## src/uart_tx_rx_datapath_consts.svh

```systemverilog
`ifndef UART_TX_RX_DATAPATH_CONSTS_SVH
`define UART_TX_RX_DATAPATH_CONSTS_SVH
// register offsets
`define ADDR_DATA 3'h0
`define ADDR_STATUS 3'h1
`define ADDR_CONTROL 3'h2
`define ADDR_CONFIG 3'h3
// status register bit positions
`define ST_RX_DONE 7
`define ST_TX_DONE 6
`define ST_EMPTY 5
`define ST_FRAME 4
`define ST_OVER 3
`define ST_PAR 2
// control register bit positions
`define CT_DONE_IRQ 6
`define CT_EMPTY_IRQ 5
`define CT_RX_ON 4
`define CT_TX_ON 3
`define CT_RX9 1
`define CT_TX9 0
// config register fields
`define CF_SIZE_LO 0
`define CF_PAR_LO 3
`define CF_STOP2 5
`define CF_SYNC 6
// receive fifo entry layout
`define EN_RX9 8
`define EN_FRAME 9
`define EN_OVER 10
`define EN_PAR 11
// encodings and reset values
`define SIZE_NINE 3'h7
`define SIZE_RESET 3'h3
`define NINE_BITS 4'h9
`define FIVE_BITS 4'h5
`define BAUD_DIV_DEFAULT 1085
`define FIFO_DEPTH_DEFAULT 2
`endif

```

## src/uart_pkg.sv

```systemverilog
package uart_pkg;
    typedef enum logic [1:0] {
        RX_IDLE = 2'b00,
        RX_START = 2'b01,
        RX_BITS = 2'b10
    } rx_state_t;
    typedef logic [11:0] fifo_entry_t;
endpackage : uart_pkg

```

## src/uart_tx_rx_datapath.sv

```systemverilog
// Summary of operation
// - buffer-empty flag mirrors an empty transmit buffer
// - buffer-empty request holds while flag and enable
// - data register write clears buffer-empty flag
// - complete flag sets when frame out, buffer empty
// - complete flag clears on service or one-write
// - complete request raised when flag sets, enabled
// - parity bit after data, before stop bits
// - disable waits for shifter and buffer empty
// - disabled transmitter releases the output pin
// - receiver enable routes input pin to receiver
// - sync mode uses external sync clock
// - valid start bit, then sample and shift
// - second stop bit ignored by receiver
// - first stop bit moves frame into buffer
// - unused high data bits read as zero
// - ninth bit and errors stored per fifo entry
// - shifter loads when idle or after stop
// - low start bit, then data lsb first
// - receiver disable flushes buffer, clears flag
`include "uart_tx_rx_datapath_consts.svh"
`timescale 1ns/1ns
`default_nettype none
module uart_tx_rx_datapath
    import uart_pkg::*;
#(
    parameter int unsigned BAUD_DIV = `BAUD_DIV_DEFAULT,
    parameter int unsigned FIFO_DEPTH = `FIFO_DEPTH_DEFAULT
) (
    input wire logic clock,
    input wire logic rst,
    input wire logic [2:0] regAddr,
    input wire logic [7:0] regWrData,
    input wire logic regWr,
    input wire logic regRd,
    output logic [7:0] regRdData,
    input wire logic rxdPin,
    input wire logic syncClockPin,
    output logic txdOut,
    output logic txdOe,
    output logic rxOwnsPin,
    output logic bufEmptyIrq,
    output logic txCompleteIrq,
    input wire logic txCompleteAck
);
    localparam int unsigned PTR_W = (FIFO_DEPTH > 1) ? $clog2(FIFO_DEPTH) : 1;

    // refuse settings the counters and fifo pointers cannot serve
    if (BAUD_DIV < 4 || BAUD_DIV > 65535) begin : g_bad_div
        $error("BAUD_DIV out of range");
    end
    if (FIFO_DEPTH < 2 || (FIFO_DEPTH & (FIFO_DEPTH - 1)) != 0) begin : g_bad_depth
        $error("FIFO_DEPTH must be a power of two, at least 2");
    end

    // bits of data for a size code; codes 4..6 alias codes 0..2 (five to seven)
    function automatic logic [3:0] dataBits(input logic [2:0] code);
        if (code == `SIZE_NINE) return `NINE_BITS;
        return `FIVE_BITS + {2'h0, code[1:0]};
    endfunction : dataBits

    // parity over the low n bits, inverted for odd
    function automatic logic parityOf(input logic [8:0] d, input logic [3:0] n, input logic odd);
        logic p;
        p = odd;
        for (int i = 0; i < 9; i++) begin
            if (4'(i) < n) p = p ^ d[i];
        end
        return p;
    endfunction : parityOf

    // zero the bits at and above n
    function automatic logic [8:0] maskData(input logic [8:0] d, input logic [3:0] n);
        logic [8:0] m;
        m = d;
        for (int i = 0; i < 9; i++) begin
            if (4'(i) >= n) m[i] = 1'b0;
        end
        return m;
    endfunction : maskData

    logic rxdMeta_ff, rxdSync_ff, xckMeta_ff, xckSync_ff, xckPrev_ff;
    logic [15:0] baudCnt_ff, nxt_baudCnt;
    logic tx_buffer_empty_irq_enable_ff, tx_complete_irq_enable_ff, receiver_enable_ff, transmitter_enable_ff, tx9_ff, stop2_ff, syncMode_ff;
    logic nxt_tx_buffer_empty_irq_enable, nxt_tx_complete_irq_enable, nxt_receiver_enable, nxt_transmitter_enable, nxt_tx9, nxt_stop2, nxt_syncMode;
    logic [2:0] sizeCode_ff, nxt_sizeCode;
    logic [1:0] parMode_ff, nxt_parMode;
    logic [8:0] txBuf_ff, nxt_txBuf;
    logic txBufFull_ff, nxt_txBufFull, txBusy_ff, nxt_txBusy, txc_ff, nxt_txc;
    logic [12:0] txShift_ff, nxt_txShift;
    logic [3:0] txLeft_ff, nxt_txLeft;
    logic txd_ff, nxt_txd, txOe_ff, nxt_txOe, udreIrq_ff, nxt_udreIrq, txcIrq_ff, nxt_txcIrq;
    rx_state_t rxState_ff, nxt_rxState;
    logic [15:0] rxDiv_ff, nxt_rxDiv;
    logic [3:0] rxIdx_ff, nxt_rxIdx;
    logic [10:0] rxShift_ff, nxt_rxShift;
    fifo_entry_t fifoMem_ff [FIFO_DEPTH];
    logic [PTR_W-1:0] wrPtr_ff, nxt_wrPtr, rdPtr_ff, nxt_rdPtr;
    logic [PTR_W:0] count_ff, nxt_count;
    logic dorPend_ff, nxt_dorPend;
    logic [7:0] rdData_ff, nxt_rdData;
    logic pushEn;
    fifo_entry_t pushEntry, head;
    logic xckRise, xckFall, txTick, sampleNow, rxBit;
    logic [3:0] nBits, txLen, rxLast;
    logic [8:0] rxData;

    assign regRdData = rdData_ff;
    assign txdOut = txd_ff;
    assign txdOe = txOe_ff;
    assign rxOwnsPin = receiver_enable_ff;
    assign bufEmptyIrq = udreIrq_ff;
    assign txCompleteIrq = txcIrq_ff;

    // pin sampling; edges only look at the second stage and beyond
    always_ff @(posedge clock) begin
        rxdMeta_ff <= rxdPin;
        rxdSync_ff <= rxdMeta_ff;
        xckMeta_ff <= syncClockPin;
        xckSync_ff <= xckMeta_ff;
        xckPrev_ff <= xckSync_ff;
    end

    assign xckRise = xckSync_ff & ~xckPrev_ff;
    assign xckFall = ~xckSync_ff & xckPrev_ff;
    assign head = fifoMem_ff[rdPtr_ff];
    assign nBits = dataBits(sizeCode_ff);
    // idle level reaches the receiver while it does not own the pin
    assign rxBit = rxdSync_ff | ~receiver_enable_ff;
    // bit clock: divider in async mode, external edges in sync mode
    assign txTick = syncMode_ff ? xckFall : (baudCnt_ff == 16'h0000);
    assign sampleNow = syncMode_ff ? xckRise : (rxDiv_ff == 16'h0000);
    assign txLen = 4'h2 + nBits + {3'h0, parMode_ff[1]} + {3'h0, stop2_ff};
    // index of the first stop bit; a second one is never sampled
    assign rxLast = nBits + {3'h0, parMode_ff[1]};
    assign rxData = maskData(rxShift_ff[8:0], nBits);

    // next-state logic for registers, transmitter and receiver
    always_comb begin
        logic [12:0] frame;
        logic [8:0] d9;
        frame = '1;
        d9 = txBuf_ff;
        nxt_tx_buffer_empty_irq_enable = tx_buffer_empty_irq_enable_ff;
        nxt_tx_complete_irq_enable = tx_complete_irq_enable_ff;
        nxt_receiver_enable = receiver_enable_ff;
        nxt_transmitter_enable = transmitter_enable_ff;
        nxt_tx9 = tx9_ff;
        nxt_stop2 = stop2_ff;
        nxt_syncMode = syncMode_ff;
        nxt_sizeCode = sizeCode_ff;
        nxt_parMode = parMode_ff;
        nxt_txBuf = txBuf_ff;
        nxt_txBufFull = txBufFull_ff;
        nxt_txBusy = txBusy_ff;
        nxt_txc = txc_ff;
        nxt_txShift = txShift_ff;
        nxt_txLeft = txLeft_ff;
        nxt_txd = txd_ff;
        nxt_baudCnt = (baudCnt_ff == 16'h0000) ? 16'(BAUD_DIV - 1) : baudCnt_ff - 16'h0001;
        nxt_rxState = rxState_ff;
        nxt_rxDiv = (rxDiv_ff == 16'h0000) ? 16'(BAUD_DIV - 1) : rxDiv_ff - 16'h0001;
        nxt_rxIdx = rxIdx_ff;
        nxt_rxShift = rxShift_ff;
        nxt_wrPtr = wrPtr_ff;
        nxt_rdPtr = rdPtr_ff;
        nxt_count = count_ff;
        nxt_dorPend = dorPend_ff;
        nxt_rdData = 8'h00;
        pushEn = 1'b0;
        pushEntry = '0;

        // frame image: start low, data lsb first, parity, stop ones
        frame[0] = 1'b0;
        for (int i = 0; i < 9; i++) begin
            if (4'(i) < nBits) frame[i + 1] = d9[i];
        end
        if (parMode_ff[1]) frame[nBits + 4'h1] = parityOf(d9, nBits, parMode_ff[0]);

        // shifter: reload straight after the last stop bit or from idle
        if (txTick && txBusy_ff && txLeft_ff != 4'h0) begin
            nxt_txd = txShift_ff[0];
            nxt_txShift = {1'b1, txShift_ff[12:1]};
            nxt_txLeft = txLeft_ff - 4'h1;
        end else if (txTick && txBufFull_ff && txOe_ff) begin
            nxt_txd = frame[0];
            nxt_txShift = {1'b1, frame[12:1]};
            nxt_txLeft = txLen - 4'h1;
            nxt_txBusy = 1'b1;
            nxt_txBufFull = 1'b0;
        end else if (txTick && txBusy_ff) begin
            nxt_txBusy = 1'b0;
            nxt_txd = 1'b1;
        end
        // override lasts while enabled or data is still pending
        nxt_txOe = transmitter_enable_ff | nxt_txBusy | (txOe_ff & nxt_txBufFull);
        if (!nxt_txOe) nxt_txd = 1'b1;

        // receiver
        if (!receiver_enable_ff) begin
            nxt_rxState = RX_IDLE;
        end else begin
            unique case (rxState_ff)
                RX_IDLE: begin
                    if (!rxBit && !syncMode_ff) begin
                        nxt_rxState = RX_START;
                        nxt_rxDiv = 16'(BAUD_DIV / 2);
                    end else if (!rxBit && xckRise) begin
                        nxt_rxState = RX_BITS;
                        nxt_rxIdx = 4'h0;
                    end
                end
                RX_START: begin
                    // a glitch shorter than half a bit is not a start
                    if (sampleNow) begin
                        nxt_rxState = rxBit ? RX_IDLE : RX_BITS;
                        nxt_rxIdx = 4'h0;
                    end
                end
                RX_BITS: begin
                    if (sampleNow) begin
                        nxt_rxShift[rxIdx_ff] = rxBit;
                        nxt_rxIdx = rxIdx_ff + 4'h1;
                        if (rxIdx_ff == rxLast) begin
                            nxt_rxState = RX_IDLE;
                            pushEntry[7:0] = rxData[7:0];
                            pushEntry[`EN_RX9] = rxData[8];
                            pushEntry[`EN_FRAME] = ~rxBit;
                            pushEntry[`EN_OVER] = dorPend_ff;
                            pushEntry[`EN_PAR] = parMode_ff[1]
                                & (parityOf(rxShift_ff[8:0], nBits, parMode_ff[0])
                                ^ rxShift_ff[nBits]);
                            // full buffer loses the frame and flags the next one
                            if (count_ff != (PTR_W + 1)'(FIFO_DEPTH)) begin
                                pushEn = 1'b1;
                                nxt_dorPend = 1'b0;
                            end else begin
                                nxt_dorPend = 1'b1;
                            end
                        end
                    end
                end
                default: nxt_rxState = RX_IDLE;
            endcase
        end

        // register writes
        if (regWr) begin
            unique case (regAddr)
                `ADDR_DATA: begin
                    nxt_txBuf = {tx9_ff, regWrData};
                    nxt_txBufFull = 1'b1;
                end
                `ADDR_STATUS: if (regWrData[`ST_TX_DONE]) nxt_txc = 1'b0;
                `ADDR_CONTROL: begin
                    nxt_tx_complete_irq_enable = regWrData[`CT_DONE_IRQ];
                    nxt_tx_buffer_empty_irq_enable = regWrData[`CT_EMPTY_IRQ];
                    nxt_receiver_enable = regWrData[`CT_RX_ON];
                    nxt_transmitter_enable = regWrData[`CT_TX_ON];
                    nxt_tx9 = regWrData[`CT_TX9];
                end
                `ADDR_CONFIG: begin
                    nxt_sizeCode = regWrData[`CF_SIZE_LO +: 3];
                    nxt_parMode = regWrData[`CF_PAR_LO +: 2];
                    nxt_stop2 = regWrData[`CF_STOP2];
                    nxt_syncMode = regWrData[`CF_SYNC];
                end
                default: ;
            endcase
        end
        if (txCompleteAck) nxt_txc = 1'b0;
        // set wins over a clear in the same cycle
        if (txTick && txBusy_ff && txLeft_ff == 4'h0 && !(txBufFull_ff && txOe_ff))
            nxt_txc = 1'b1;

        // register reads; a data read advances the fifo
        if (regRd) begin
            unique case (regAddr)
                `ADDR_DATA: begin
                    nxt_rdData = head[7:0];
                    if (count_ff != '0) begin
                        nxt_rdPtr = rdPtr_ff + 1'b1;
                        nxt_count = count_ff - 1'b1;
                    end
                end
                `ADDR_STATUS: begin
                    nxt_rdData[`ST_RX_DONE] = (count_ff != '0);
                    nxt_rdData[`ST_TX_DONE] = txc_ff;
                    nxt_rdData[`ST_EMPTY] = ~txBufFull_ff;
                    nxt_rdData[`ST_FRAME] = head[`EN_FRAME] & (count_ff != '0);
                    nxt_rdData[`ST_OVER] = head[`EN_OVER] & (count_ff != '0);
                    nxt_rdData[`ST_PAR] = head[`EN_PAR] & (count_ff != '0);
                end
                `ADDR_CONTROL: begin
                    nxt_rdData[`CT_DONE_IRQ] = tx_complete_irq_enable_ff;
                    nxt_rdData[`CT_EMPTY_IRQ] = tx_buffer_empty_irq_enable_ff;
                    nxt_rdData[`CT_RX_ON] = receiver_enable_ff;
                    nxt_rdData[`CT_TX_ON] = transmitter_enable_ff;
                    nxt_rdData[`CT_RX9] = head[`EN_RX9] & (count_ff != '0);
                    nxt_rdData[`CT_TX9] = tx9_ff;
                end
                `ADDR_CONFIG: begin
                    nxt_rdData[`CF_SIZE_LO +: 3] = sizeCode_ff;
                    nxt_rdData[`CF_PAR_LO +: 2] = parMode_ff;
                    nxt_rdData[`CF_STOP2] = stop2_ff;
                    nxt_rdData[`CF_SYNC] = syncMode_ff;
                end
                default: nxt_rdData = 8'h00;
            endcase
        end
        if (pushEn) begin
            nxt_wrPtr = wrPtr_ff + 1'b1;
            nxt_count = nxt_count + 1'b1;
        end
        if (!receiver_enable_ff) begin
            nxt_rdPtr = wrPtr_ff;
            nxt_count = '0;
            nxt_dorPend = 1'b0;
        end
        // requests track the enables and flags of the same cycle
        nxt_udreIrq = nxt_tx_buffer_empty_irq_enable & ~nxt_txBufFull;
        nxt_txcIrq = nxt_tx_complete_irq_enable & nxt_txc;
    end

    // fifo storage, written by index
    always_ff @(posedge clock) begin
        if (pushEn) fifoMem_ff[wrPtr_ff] <= pushEntry;
    end

    // state registers
    always_ff @(posedge clock) begin
        if (rst) begin
            baudCnt_ff <= 16'h0000;
            {tx_buffer_empty_irq_enable_ff, tx_complete_irq_enable_ff, receiver_enable_ff, transmitter_enable_ff, tx9_ff} <= 5'h00;
            {stop2_ff, syncMode_ff, parMode_ff} <= 4'h0;
            sizeCode_ff <= `SIZE_RESET;
            txBuf_ff <= 9'h000;
            {txBufFull_ff, txBusy_ff, txc_ff, txOe_ff} <= 4'h0;
            txShift_ff <= 13'h1FFF;
            txLeft_ff <= 4'h0;
            txd_ff <= 1'b1;
            {udreIrq_ff, txcIrq_ff, dorPend_ff} <= 3'h0;
            rxState_ff <= RX_IDLE;
            rxDiv_ff <= 16'h0000;
            rxIdx_ff <= 4'h0;
            rxShift_ff <= 11'h000;
            wrPtr_ff <= '0;
            rdPtr_ff <= '0;
            count_ff <= '0;
            rdData_ff <= 8'h00;
        end else begin
            baudCnt_ff <= nxt_baudCnt;
            {tx_buffer_empty_irq_enable_ff, tx_complete_irq_enable_ff, receiver_enable_ff, transmitter_enable_ff, tx9_ff} <=
                {nxt_tx_buffer_empty_irq_enable, nxt_tx_complete_irq_enable, nxt_receiver_enable, nxt_transmitter_enable, nxt_tx9};
            {stop2_ff, syncMode_ff, parMode_ff} <= {nxt_stop2, nxt_syncMode, nxt_parMode};
            sizeCode_ff <= nxt_sizeCode;
            txBuf_ff <= nxt_txBuf;
            {txBufFull_ff, txBusy_ff, txc_ff, txOe_ff} <=
                {nxt_txBufFull, nxt_txBusy, nxt_txc, nxt_txOe};
            txShift_ff <= nxt_txShift;
            txLeft_ff <= nxt_txLeft;
            txd_ff <= nxt_txd;
            {udreIrq_ff, txcIrq_ff, dorPend_ff} <= {nxt_udreIrq, nxt_txcIrq, nxt_dorPend};
            rxState_ff <= nxt_rxState;
            rxDiv_ff <= nxt_rxDiv;
            rxIdx_ff <= nxt_rxIdx;
            rxShift_ff <= nxt_rxShift;
            wrPtr_ff <= nxt_wrPtr;
            rdPtr_ff <= nxt_rdPtr;
            count_ff <= nxt_count;
            rdData_ff <= nxt_rdData;
        end
    end

    property p_tx_buffer_empty_flag_irq;
        @(posedge clock) disable iff (rst) (tx_buffer_empty_irq_enable_ff && !txBufFull_ff) |-> bufEmptyIrq;
    endproperty
    a_tx_buffer_empty_flag_irq: assert property (p_tx_buffer_empty_flag_irq) else $error("empty request missing");
    property p_write_clears;
        @(posedge clock) disable iff (rst) (regWr && regAddr == `ADDR_DATA) |=> txBufFull_ff;
    endproperty
    a_write_clears: assert property (p_write_clears) else $error("buffer not full");
    property p_full_holds;
        @(posedge clock) disable iff (rst) (txBufFull_ff && !txTick) |=> txBufFull_ff;
    endproperty
    a_full_holds: assert property (p_full_holds) else $error("buffer lost data");
    property p_txc_set;
        @(posedge clock) disable iff (rst) $rose(txc_ff) |-> !txBufFull_ff && !txBusy_ff;
    endproperty
    a_txc_set: assert property (p_txc_set) else $error("complete too early");
    property p_txc_ack;
        @(posedge clock) disable iff (rst)
            (txCompleteAck && !(txTick && txBusy_ff)) |=> !txc_ff;
    endproperty
    a_txc_ack: assert property (p_txc_ack) else $error("complete not cleared");
    property p_txc_irq;
        @(posedge clock) disable iff (rst) ($rose(txc_ff) && tx_complete_irq_enable_ff) |-> txCompleteIrq;
    endproperty
    a_txc_irq: assert property (p_txc_irq) else $error("complete request missing");
    property p_disable_waits;
        @(posedge clock) disable iff (rst) (txOe_ff && (txBufFull_ff
            || (txBusy_ff && (!txTick || txLeft_ff != 4'h0)))) |=> txdOe;
    endproperty
    a_disable_waits: assert property (p_disable_waits) else $error("released early");
    property p_idle_high;
        @(posedge clock) disable iff (rst) !txBusy_ff |-> txdOut;
    endproperty
    a_idle_high: assert property (p_idle_high) else $error("idle line low");
    property p_flush;
        @(posedge clock) disable iff (rst) !receiver_enable_ff |=> count_ff == '0;
    endproperty
    a_flush: assert property (p_flush) else $error("fifo not flushed");
endmodule : uart_tx_rx_datapath
`default_nettype wire

```

## config.mk

```make
export PLATFORM = sky130hd
export DESIGN_NAME = uart_tx_rx_datapath
export DESIGN_NICKNAME = d
export VERILOG_FILES = /design/src/uart_pkg.sv /design/src/uart_tx_rx_datapath.sv
export VERILOG_INCLUDE_DIRS = /design/src
export SDC_FILE = /design/constraint.sdc
export NUM_CORES = 1
export LEC_CHECK = 0
export BUFFER_PORTS_ARGS = -buffer_cell sky130_fd_sc_hd__buf_2
export CAP_MARGIN = 5
export CORE_ASPECT_RATIO = 0.8
export CORE_MARGIN = 2
export CORE_UTILIZATION = 40
export CTS_BUF_LIST = sky130_fd_sc_hd__clkbuf_8 sky130_fd_sc_hd__clkbuf_16
export CTS_CLUSTER_DIAMETER = 80
export DETAILED_ROUTE_END_ITERATION = 7
export PLACE_DENSITY_LB_ADDON = 0.25
export SYNTH_ARGS = -nofsm -noshare
export SYNTH_HDL_FRONTEND = slang
export SYNTH_SLANG_ARGS = --single-unit
```

## constraint.sdc

```tcl
create_clock -name clock -period 4.8 [get_ports clock]
set_clock_uncertainty 0.1 [all_clocks]
set_input_delay 0.24 -clock clock [delete_from_list [all_inputs] [get_ports clock]]
set_output_delay 0.24 -clock clock [all_outputs]
set_load 0.01 [all_outputs]
```

# Word-level counts from Yosys, hierarchy flattened
# Memories as Yosys holds them, arrays and structs flattened. A register that Yosys moved wholly into a read port is not among the register bits.
# Cells that the tools add are included.
[totals]
reg_bits = 111
latch_bits = 0
mem_bits_rw = 24
mem_bits_ro = 0
in_bits = 18
output_inout_bits = 13
word_cells = 328
mem_count = 1
[memory_table]
columns = ["name", "depth", "word_bits", "read_ports", "rd_clocked_by_memory_dff", "wr", "line", "text"]
rows = [
  ["fifoMem_ff", 2, 12, 1, 1, 1, "uart_tx_rx_datapath.sv:97", "fifo_entry_t fifoMem_ff [FIFO_DEPTH];"],
]
[classes]
addsub = 15
mul = 0
div_mod_pow = 0
magnitude_cmp = 23
eq_ne = 17
shift = 0
n_mux = 161
n_bitwise = 40
n_reduce_logical = 36
[op_table]
columns = ["cell", "n"]
rows = [
  ["1-bit 2-to-1 mux", 120],
  ["12-bit 2-to-1 mux", 6],
  ["16-bit 2-to-1 mux", 4],
  ["16-bit zero test", 2],
  ["4-bit 2-to-1 mux", 8],
  ["16-bit by 1-bit subtractor with 16-bit output (second input constant)", 2],
  ["2-bit 2-to-1 mux", 10],
  ["1-bit bitwise XOR", 19],
  ["3-bit by 4-bit greater-or-equal comparator with 1-bit output (first input constant)", 4],
  ["3-bit by 4-bit less-than comparator with 1-bit output (first input constant)", 4],
  ["4-bit case mux with 4 select lines", 1],
  ["4-bit by 5-bit less-than comparator with 1-bit output (second input constant)", 3],
  ["2-bit inequality test (second input constant)", 7],
  ["13-bit bitwise mux", 1],
  ["13-bit 2-to-1 mux", 1],
  ["4-bit by 1-bit adder with 4-bit output", 3],
  ["2-bit case mux with 3 select lines", 2],
  ["4-bit case mux with 3 select lines", 1],
  ["11-bit bitwise mux", 1],
  ["1-bit logical AND", 11],
  ["11-bit 2-to-1 mux", 1],
  ["1-bit bitwise AND", 10],
  ["3-bit AND reduction", 3],
  ["4-bit by 1-bit adder with 4-bit output (second input constant)", 2],
  ["38 further kinds", 66],
]

# Logic depth before layout (Yosys ltp)
[depth]
depth_word = 63
mapped_depth = 15
ltp_nobuf = 14

# Worst setup path after synthesis
# Ideal clock, no wire load.
[synth_timing]
path_type = "reg2reg"
start = "reg sizeCode_ff[0]"
end = "mem fifoMem_ff[1][0] (netlist name) (enable)"
setup_ns = 0.399
arrival_ns = 3.316
slack_ns = 0.985
path_stages_with_launch = 13
path_buffers = 2
cell_sequence = "dfxtp_1 ha_1 buf_2 nand2_1 nand2_1 ha_1 inv_1 fa_1 xor2_1 nand3_1 or3_1 clkbuf_1 nor3b_1"
[synth_between]
elab_chain_len = 11
[synth_lines]
columns = ["item", "line", "text"]
rows = [
  ["from (decl)", "uart_tx_rx_datapath.sv:86", "logic [2:0] sizeCode_ff, nxt_sizeCode;"],
  ["from (signal assigned)", "uart_tx_rx_datapath.sv:336", "sizeCode_ff <= `SIZE_RESET;"],
  ["from (signal assigned)", "uart_tx_rx_datapath.sv:356", "sizeCode_ff <= nxt_sizeCode;"],
  ["parallel branches: the longest is 2 deep, another holds 3-bit by 2-bit adder with 4-bit output", "--", ""],
  ["4-bit 2-to-1 mux (*)", "uart_tx_rx_datapath.sv:59", "return `FIVE_BITS + {2'h0, code[1:0]};"],
  ["4-bit by 1-bit adder with 4-bit output (*)", "uart_tx_rx_datapath.sv:135", "assign rxLast = nBits + {3'h0, parMode_ff[1]};"],
  ["4-bit equality test (*)", "uart_tx_rx_datapath.sv:224", "if (rxIdx_ff == rxLast) begin"],
  ["1-bit 2-to-1 mux (*)", "uart_tx_rx_datapath.sv:224", ""],
  ["1-bit 2-to-1 mux (*)", "uart_tx_rx_datapath.sv:221", "if (sampleNow) begin"],
  ["1-bit 2-to-1 mux (*)", "uart_tx_rx_datapath.sv:203", "unique case (rxState_ff)"],
  ["1-bit 2-to-1 mux (*)", "uart_tx_rx_datapath.sv:200", "if (!receiver_enable_ff) begin"],
  ["1-bit 2-to-1 mux (*)", "uart_tx_rx_datapath.sv:327", "if (pushEn) fifoMem_ff[wrPtr_ff] <= pushEntry;"],
  ["1-bit 2-to-1 mux (implied by the code) (*)", "uart_tx_rx_datapath.sv:327", ""],
  ["to (decl)", "uart_tx_rx_datapath.sv:97", ""],
]
# Every way passes the cells marked *.

# Worst setup path in the final report
[layout_timing]
start = "reg sizeCode_ff[0]"
end = "mem fifoMem_ff[0][8] (netlist name) (enable)"
# Same word-level chain as after synthesis.

==> impl_metrics.ini <==
[final_layout]
antenna_cells = 0
fin_nets = 799
finalInstanceArea_mm2 = 0.00761
drive_above_1_share_pct = 11.5
areaGrowthSynthToFinish_pct = 14.3
final_util_pct = 46.4

[drt]
vias = 5447
drcViolationCount = 0
post_drt_wl_per_cell_um = 17.1
vias_per_cell = 5.47
routed_wl_mm = 17.0
dr.first_iter.drc_count = 363
wl_met2_mm = 7.59
route.met3.wl_um = 753
wl_met1_mm = 8.39
ant_nets = 0
dr.pass1.iters = 5
highest_layer = met4

[logic_synthesis]
yosysSeqAreaShare_pct = 44.5
synth.distinct_cells = 64
synthCells = 736
netlist_area_mm2 = 0.00666
ys_warn_count = 0
synth-main-ff-cell = dfxtp_1
syn_nets = 773
synthTopCellsByArea = dfxtp_1 (34%), edfxtp_1 (11%), nor2_1 (5.0%)
yosys.area.top_type = dfxtp_1
synth-edff-count = 24
avgSynthCellArea_um2 = 9.05
synth-seq-cells = 136
synth_top_cell_area_share_pct = 33.7
ys_async_sr_fraction_pct = 0

[timing]
slew-limit-headroom_pct = 44.7
slew_viol_final = 0
rsz0062_at_grt = no
timing.fmax_mhz = 251
fin_crit_sh_pct = 83.1
setup-tns-final_ps = 0
hold_viol = 0
tightest_slew_ps = 827
setup_slack_ps = 813
setup_viol = 0
final.min_clock_period_ps = 3990

[pwr]
p_int_mw = 2.35
power_mw = 3.38
power_frac_seq_pct = 41.9
power_frac_clock_pct = 35.3
switching_share_pct = 30.7
ir_drop_v = 0.000302
p_leak_nw = 2.74
share_comb_of_total_power_pct = 22.8
power.switching_mw = 1.04
powerDensity_mw_per_mm2 = 445

[floorplanning]
start_util_pct = 40.6
ios = 31
die_h_um = 119
core_area_mm2 = 0.0164
num_rows = 42
die_area_mm2 = 0.0177
fp.dieW_um = 148

[placement]
post-place-ws_ps = 855
gp_congestion = 0.883
dpl.hpwl_mm = 12.3
io_buffers = 30
dpl-instance-area_mm2 = 0.00698

[cts]
cts_tree = done
clk_path_buf_depth = 2
cts_resized = 0
cts.hold.buffers_added = 7
postCtsSetupBuffers = 0
clock_latency_ps = 420
cts_root_buf = clkbuf_16
cts.sinks = 136
path_clk_slew_ps = 60
numCtsBuffers = 17
htreeDepth = 4

[critical_path]
r2r_start = sizeCode_ff[0]$_SDFFE_PP1P_
cp.required_ps = 4820
reg2regPathDepth = 11
crit_fanout = 18
arrival_ps = 4000
reg2reg_to = fifoMem_ff[0][8]$_DFFE_PP_
cp-end-kind = flop
path_cells = ha_1 > nand2_1 > nand2_1 > ha_1 > inv_1 > fa_1 > xor2_1 > nand3_1 > or3_1 > nor3_2 > buf_4
critPathLaunchType = flop
critPathMaxStageDelay_ps = 630
criticalPathCategory = flop to flop
reg2reg_slack_ps = 810
slowest_stage = or3_1

[worst_hold_path]
worstHoldStart = regWrData[5]
holdPathEnd = txBuf_ff[5]$_SDFFE_PP0P_
hp-class = input pin to flop
holdPathStages = 3

[outcome]
status = completed

[grt]
grt_start_max_net_pins = 31
antenna_found_initial = 0
grt_use_total_pct = 20.0
grt_pass1_vias = 5115
grt_remaining_overflow = 0
grt_pass1_wl_mm = 27.6

[run]
cap_violations = 0
cells in the mapped netlist (6+ instances only):
library cell / count
buf_2: 7
o21ai_0: 33
nand2b_1: 14
clkbuf_1: 23
nor3_1: 18
nand3_1: 13
mux2i_1: 29
nor2_1: 89
edfxtp_1: 24
xor2_1: 14
inv_1: 23
ha_1: 17
xnor2_1: 30
o211ai_1: 8
nor4_1: 11
a21oi_1: 43
a221oi_1: 10
nand2_1: 77
a211oi_1: 6
mux2_2: 7
a31oi_1: 10
a311oi_1: 8
nor3b_1: 8
buf_1: 7
dfxtp_1: 112
or3_1: 13
nor2b_1: 10
and2_1: 6
per-stage QoR:
stage               hold slack [ps]  instances
floorplan                       168        736
global placement                217        955
detailed placement              215        955
CTS                           0.873        994
global route                   4.32        995
finish                         11.1        995
logic make-up after synthesis:
| kind of cell | count (synthesis) | share of synthesized area (%) |
|---|---|---|
| AOI/OAI and AO/OA | 149 | 14.2 |
| xor gates and xnor gates | 45 | 6.14 |
| adders and majority gates | 19 | 3.79 |
| buffers and inverters | 62 | 3.63 |
| DFF | 136 | 44.5 |
| muxes | 38 | 6.22 |
| and+or+nand+nor | 287 | 21.5 |
power groups by stage:
| stage | clock network, mW | registers [mW] | logic, mW |
|---|---|---|---|
| 2_1_floorplan | 0 | 1.41 | 0.634 |
| 6_report | 1.19 | 1.42 | 0.772 |
| 4_1_cts | 1.22 | 1.42 | 0.778 |
| 5_1_grt | 1.27 | 1.43 | 0.877 |
| 3_3_place_gp | 0 | 1.43 | 0.741 |
| 3_5_place_dp | 0 | 1.44 | 0.768 |
worst max-delay path: cells and delay by family (launching register included):
family	cells	cell delay, ps
AND/OR/NAND/NOR	5	1390
adder cells (fa/ha/maj)	3	1250
flip-flops	1	490
buffers and inverters	2	290
XOR/XNOR	1	150
how the worst max path moves through the flow:
stage	cells past startpoint	slack, ps	end	start
after CTS	11	830	fifoMem_ff[0][5]$_DFFE_PP_	sizeCode_ff[0]$_SDFFE_PP1P_
after detailed placement	11	850	fifoMem_ff[0][8]$_DFFE_PP_	sizeCode_ff[0]$_SDFFE_PP1P_
after floorplan	12	990	fifoMem_ff[1][0]$_DFFE_PP_	sizeCode_ff[0]$_SDFFE_PP1P_
final	11	810	fifoMem_ff[0][8]$_DFFE_PP_	sizeCode_ff[0]$_SDFFE_PP1P_
after global routing	11	510	fifoMem_ff[0][5]$_DFFE_PP_	sizeCode_ff[0]$_SDFFE_PP1P_
after global placement	11	980	fifoMem_ff[0][8]$_DFFE_PP_	sizeCode_ff[0]$_SDFFE_PP1P_
placed cells by master (no fill, tap or decap), types with 6 or more instances in the layout:
master,count
nor3b_1,8
a311oi_1,8
inv_1,26
a221oi_1,10
a31oi_1,10
nor2b_1,10
nand2b_1,14
nor4_1,11
and2_1,6
nor3_1,18
clkbuf_16,17
edfxtp_1,24
o21ai_0,33
xnor2_1,30
dfxtp_1,112
dlygate4sd3_1,7
mux2i_1,29
or3_1,13
buf_4,6
xor2_1,14
nor2_1,89
o211ai_1,8
a21oi_1,43
nand3_1,13
buf_2,30
a211oi_1,6
mux2_2,7
nand2_1,77
ha_1,17
flip-flops by register name (all words and copies together) (netlist names), 2 cells and up, named ones only:
name	flops
baudCnt_ff	16
txBuf_ff	9
rxDiv_ff	16
count_ff	2
rxShift_ff	11
txShift_ff	12
fifoMem_ff	24
parMode_ff	2
rxState_ff	2
regRdData	8
rxIdx_ff	4
txLeft_ff	4
sizeCode_ff	3
final cells by class:
type,count,area (µm²)
fill,1646,8790
multi-input combinational,538,3460
sequential,136,2960
clock buffer,22,494
tap,220,275
timing repair buffer,44,273
inverter,25,93.8
clock inverter,10,55.1
metal layers:
metal,global-route usage [%],vias to the layer above
li1,-,2671
met4,6.61,0
met2,29.9,118
met3,4.25,19
met5,0,-
met1,28.6,2639
(Power assumes the default switching activity.)
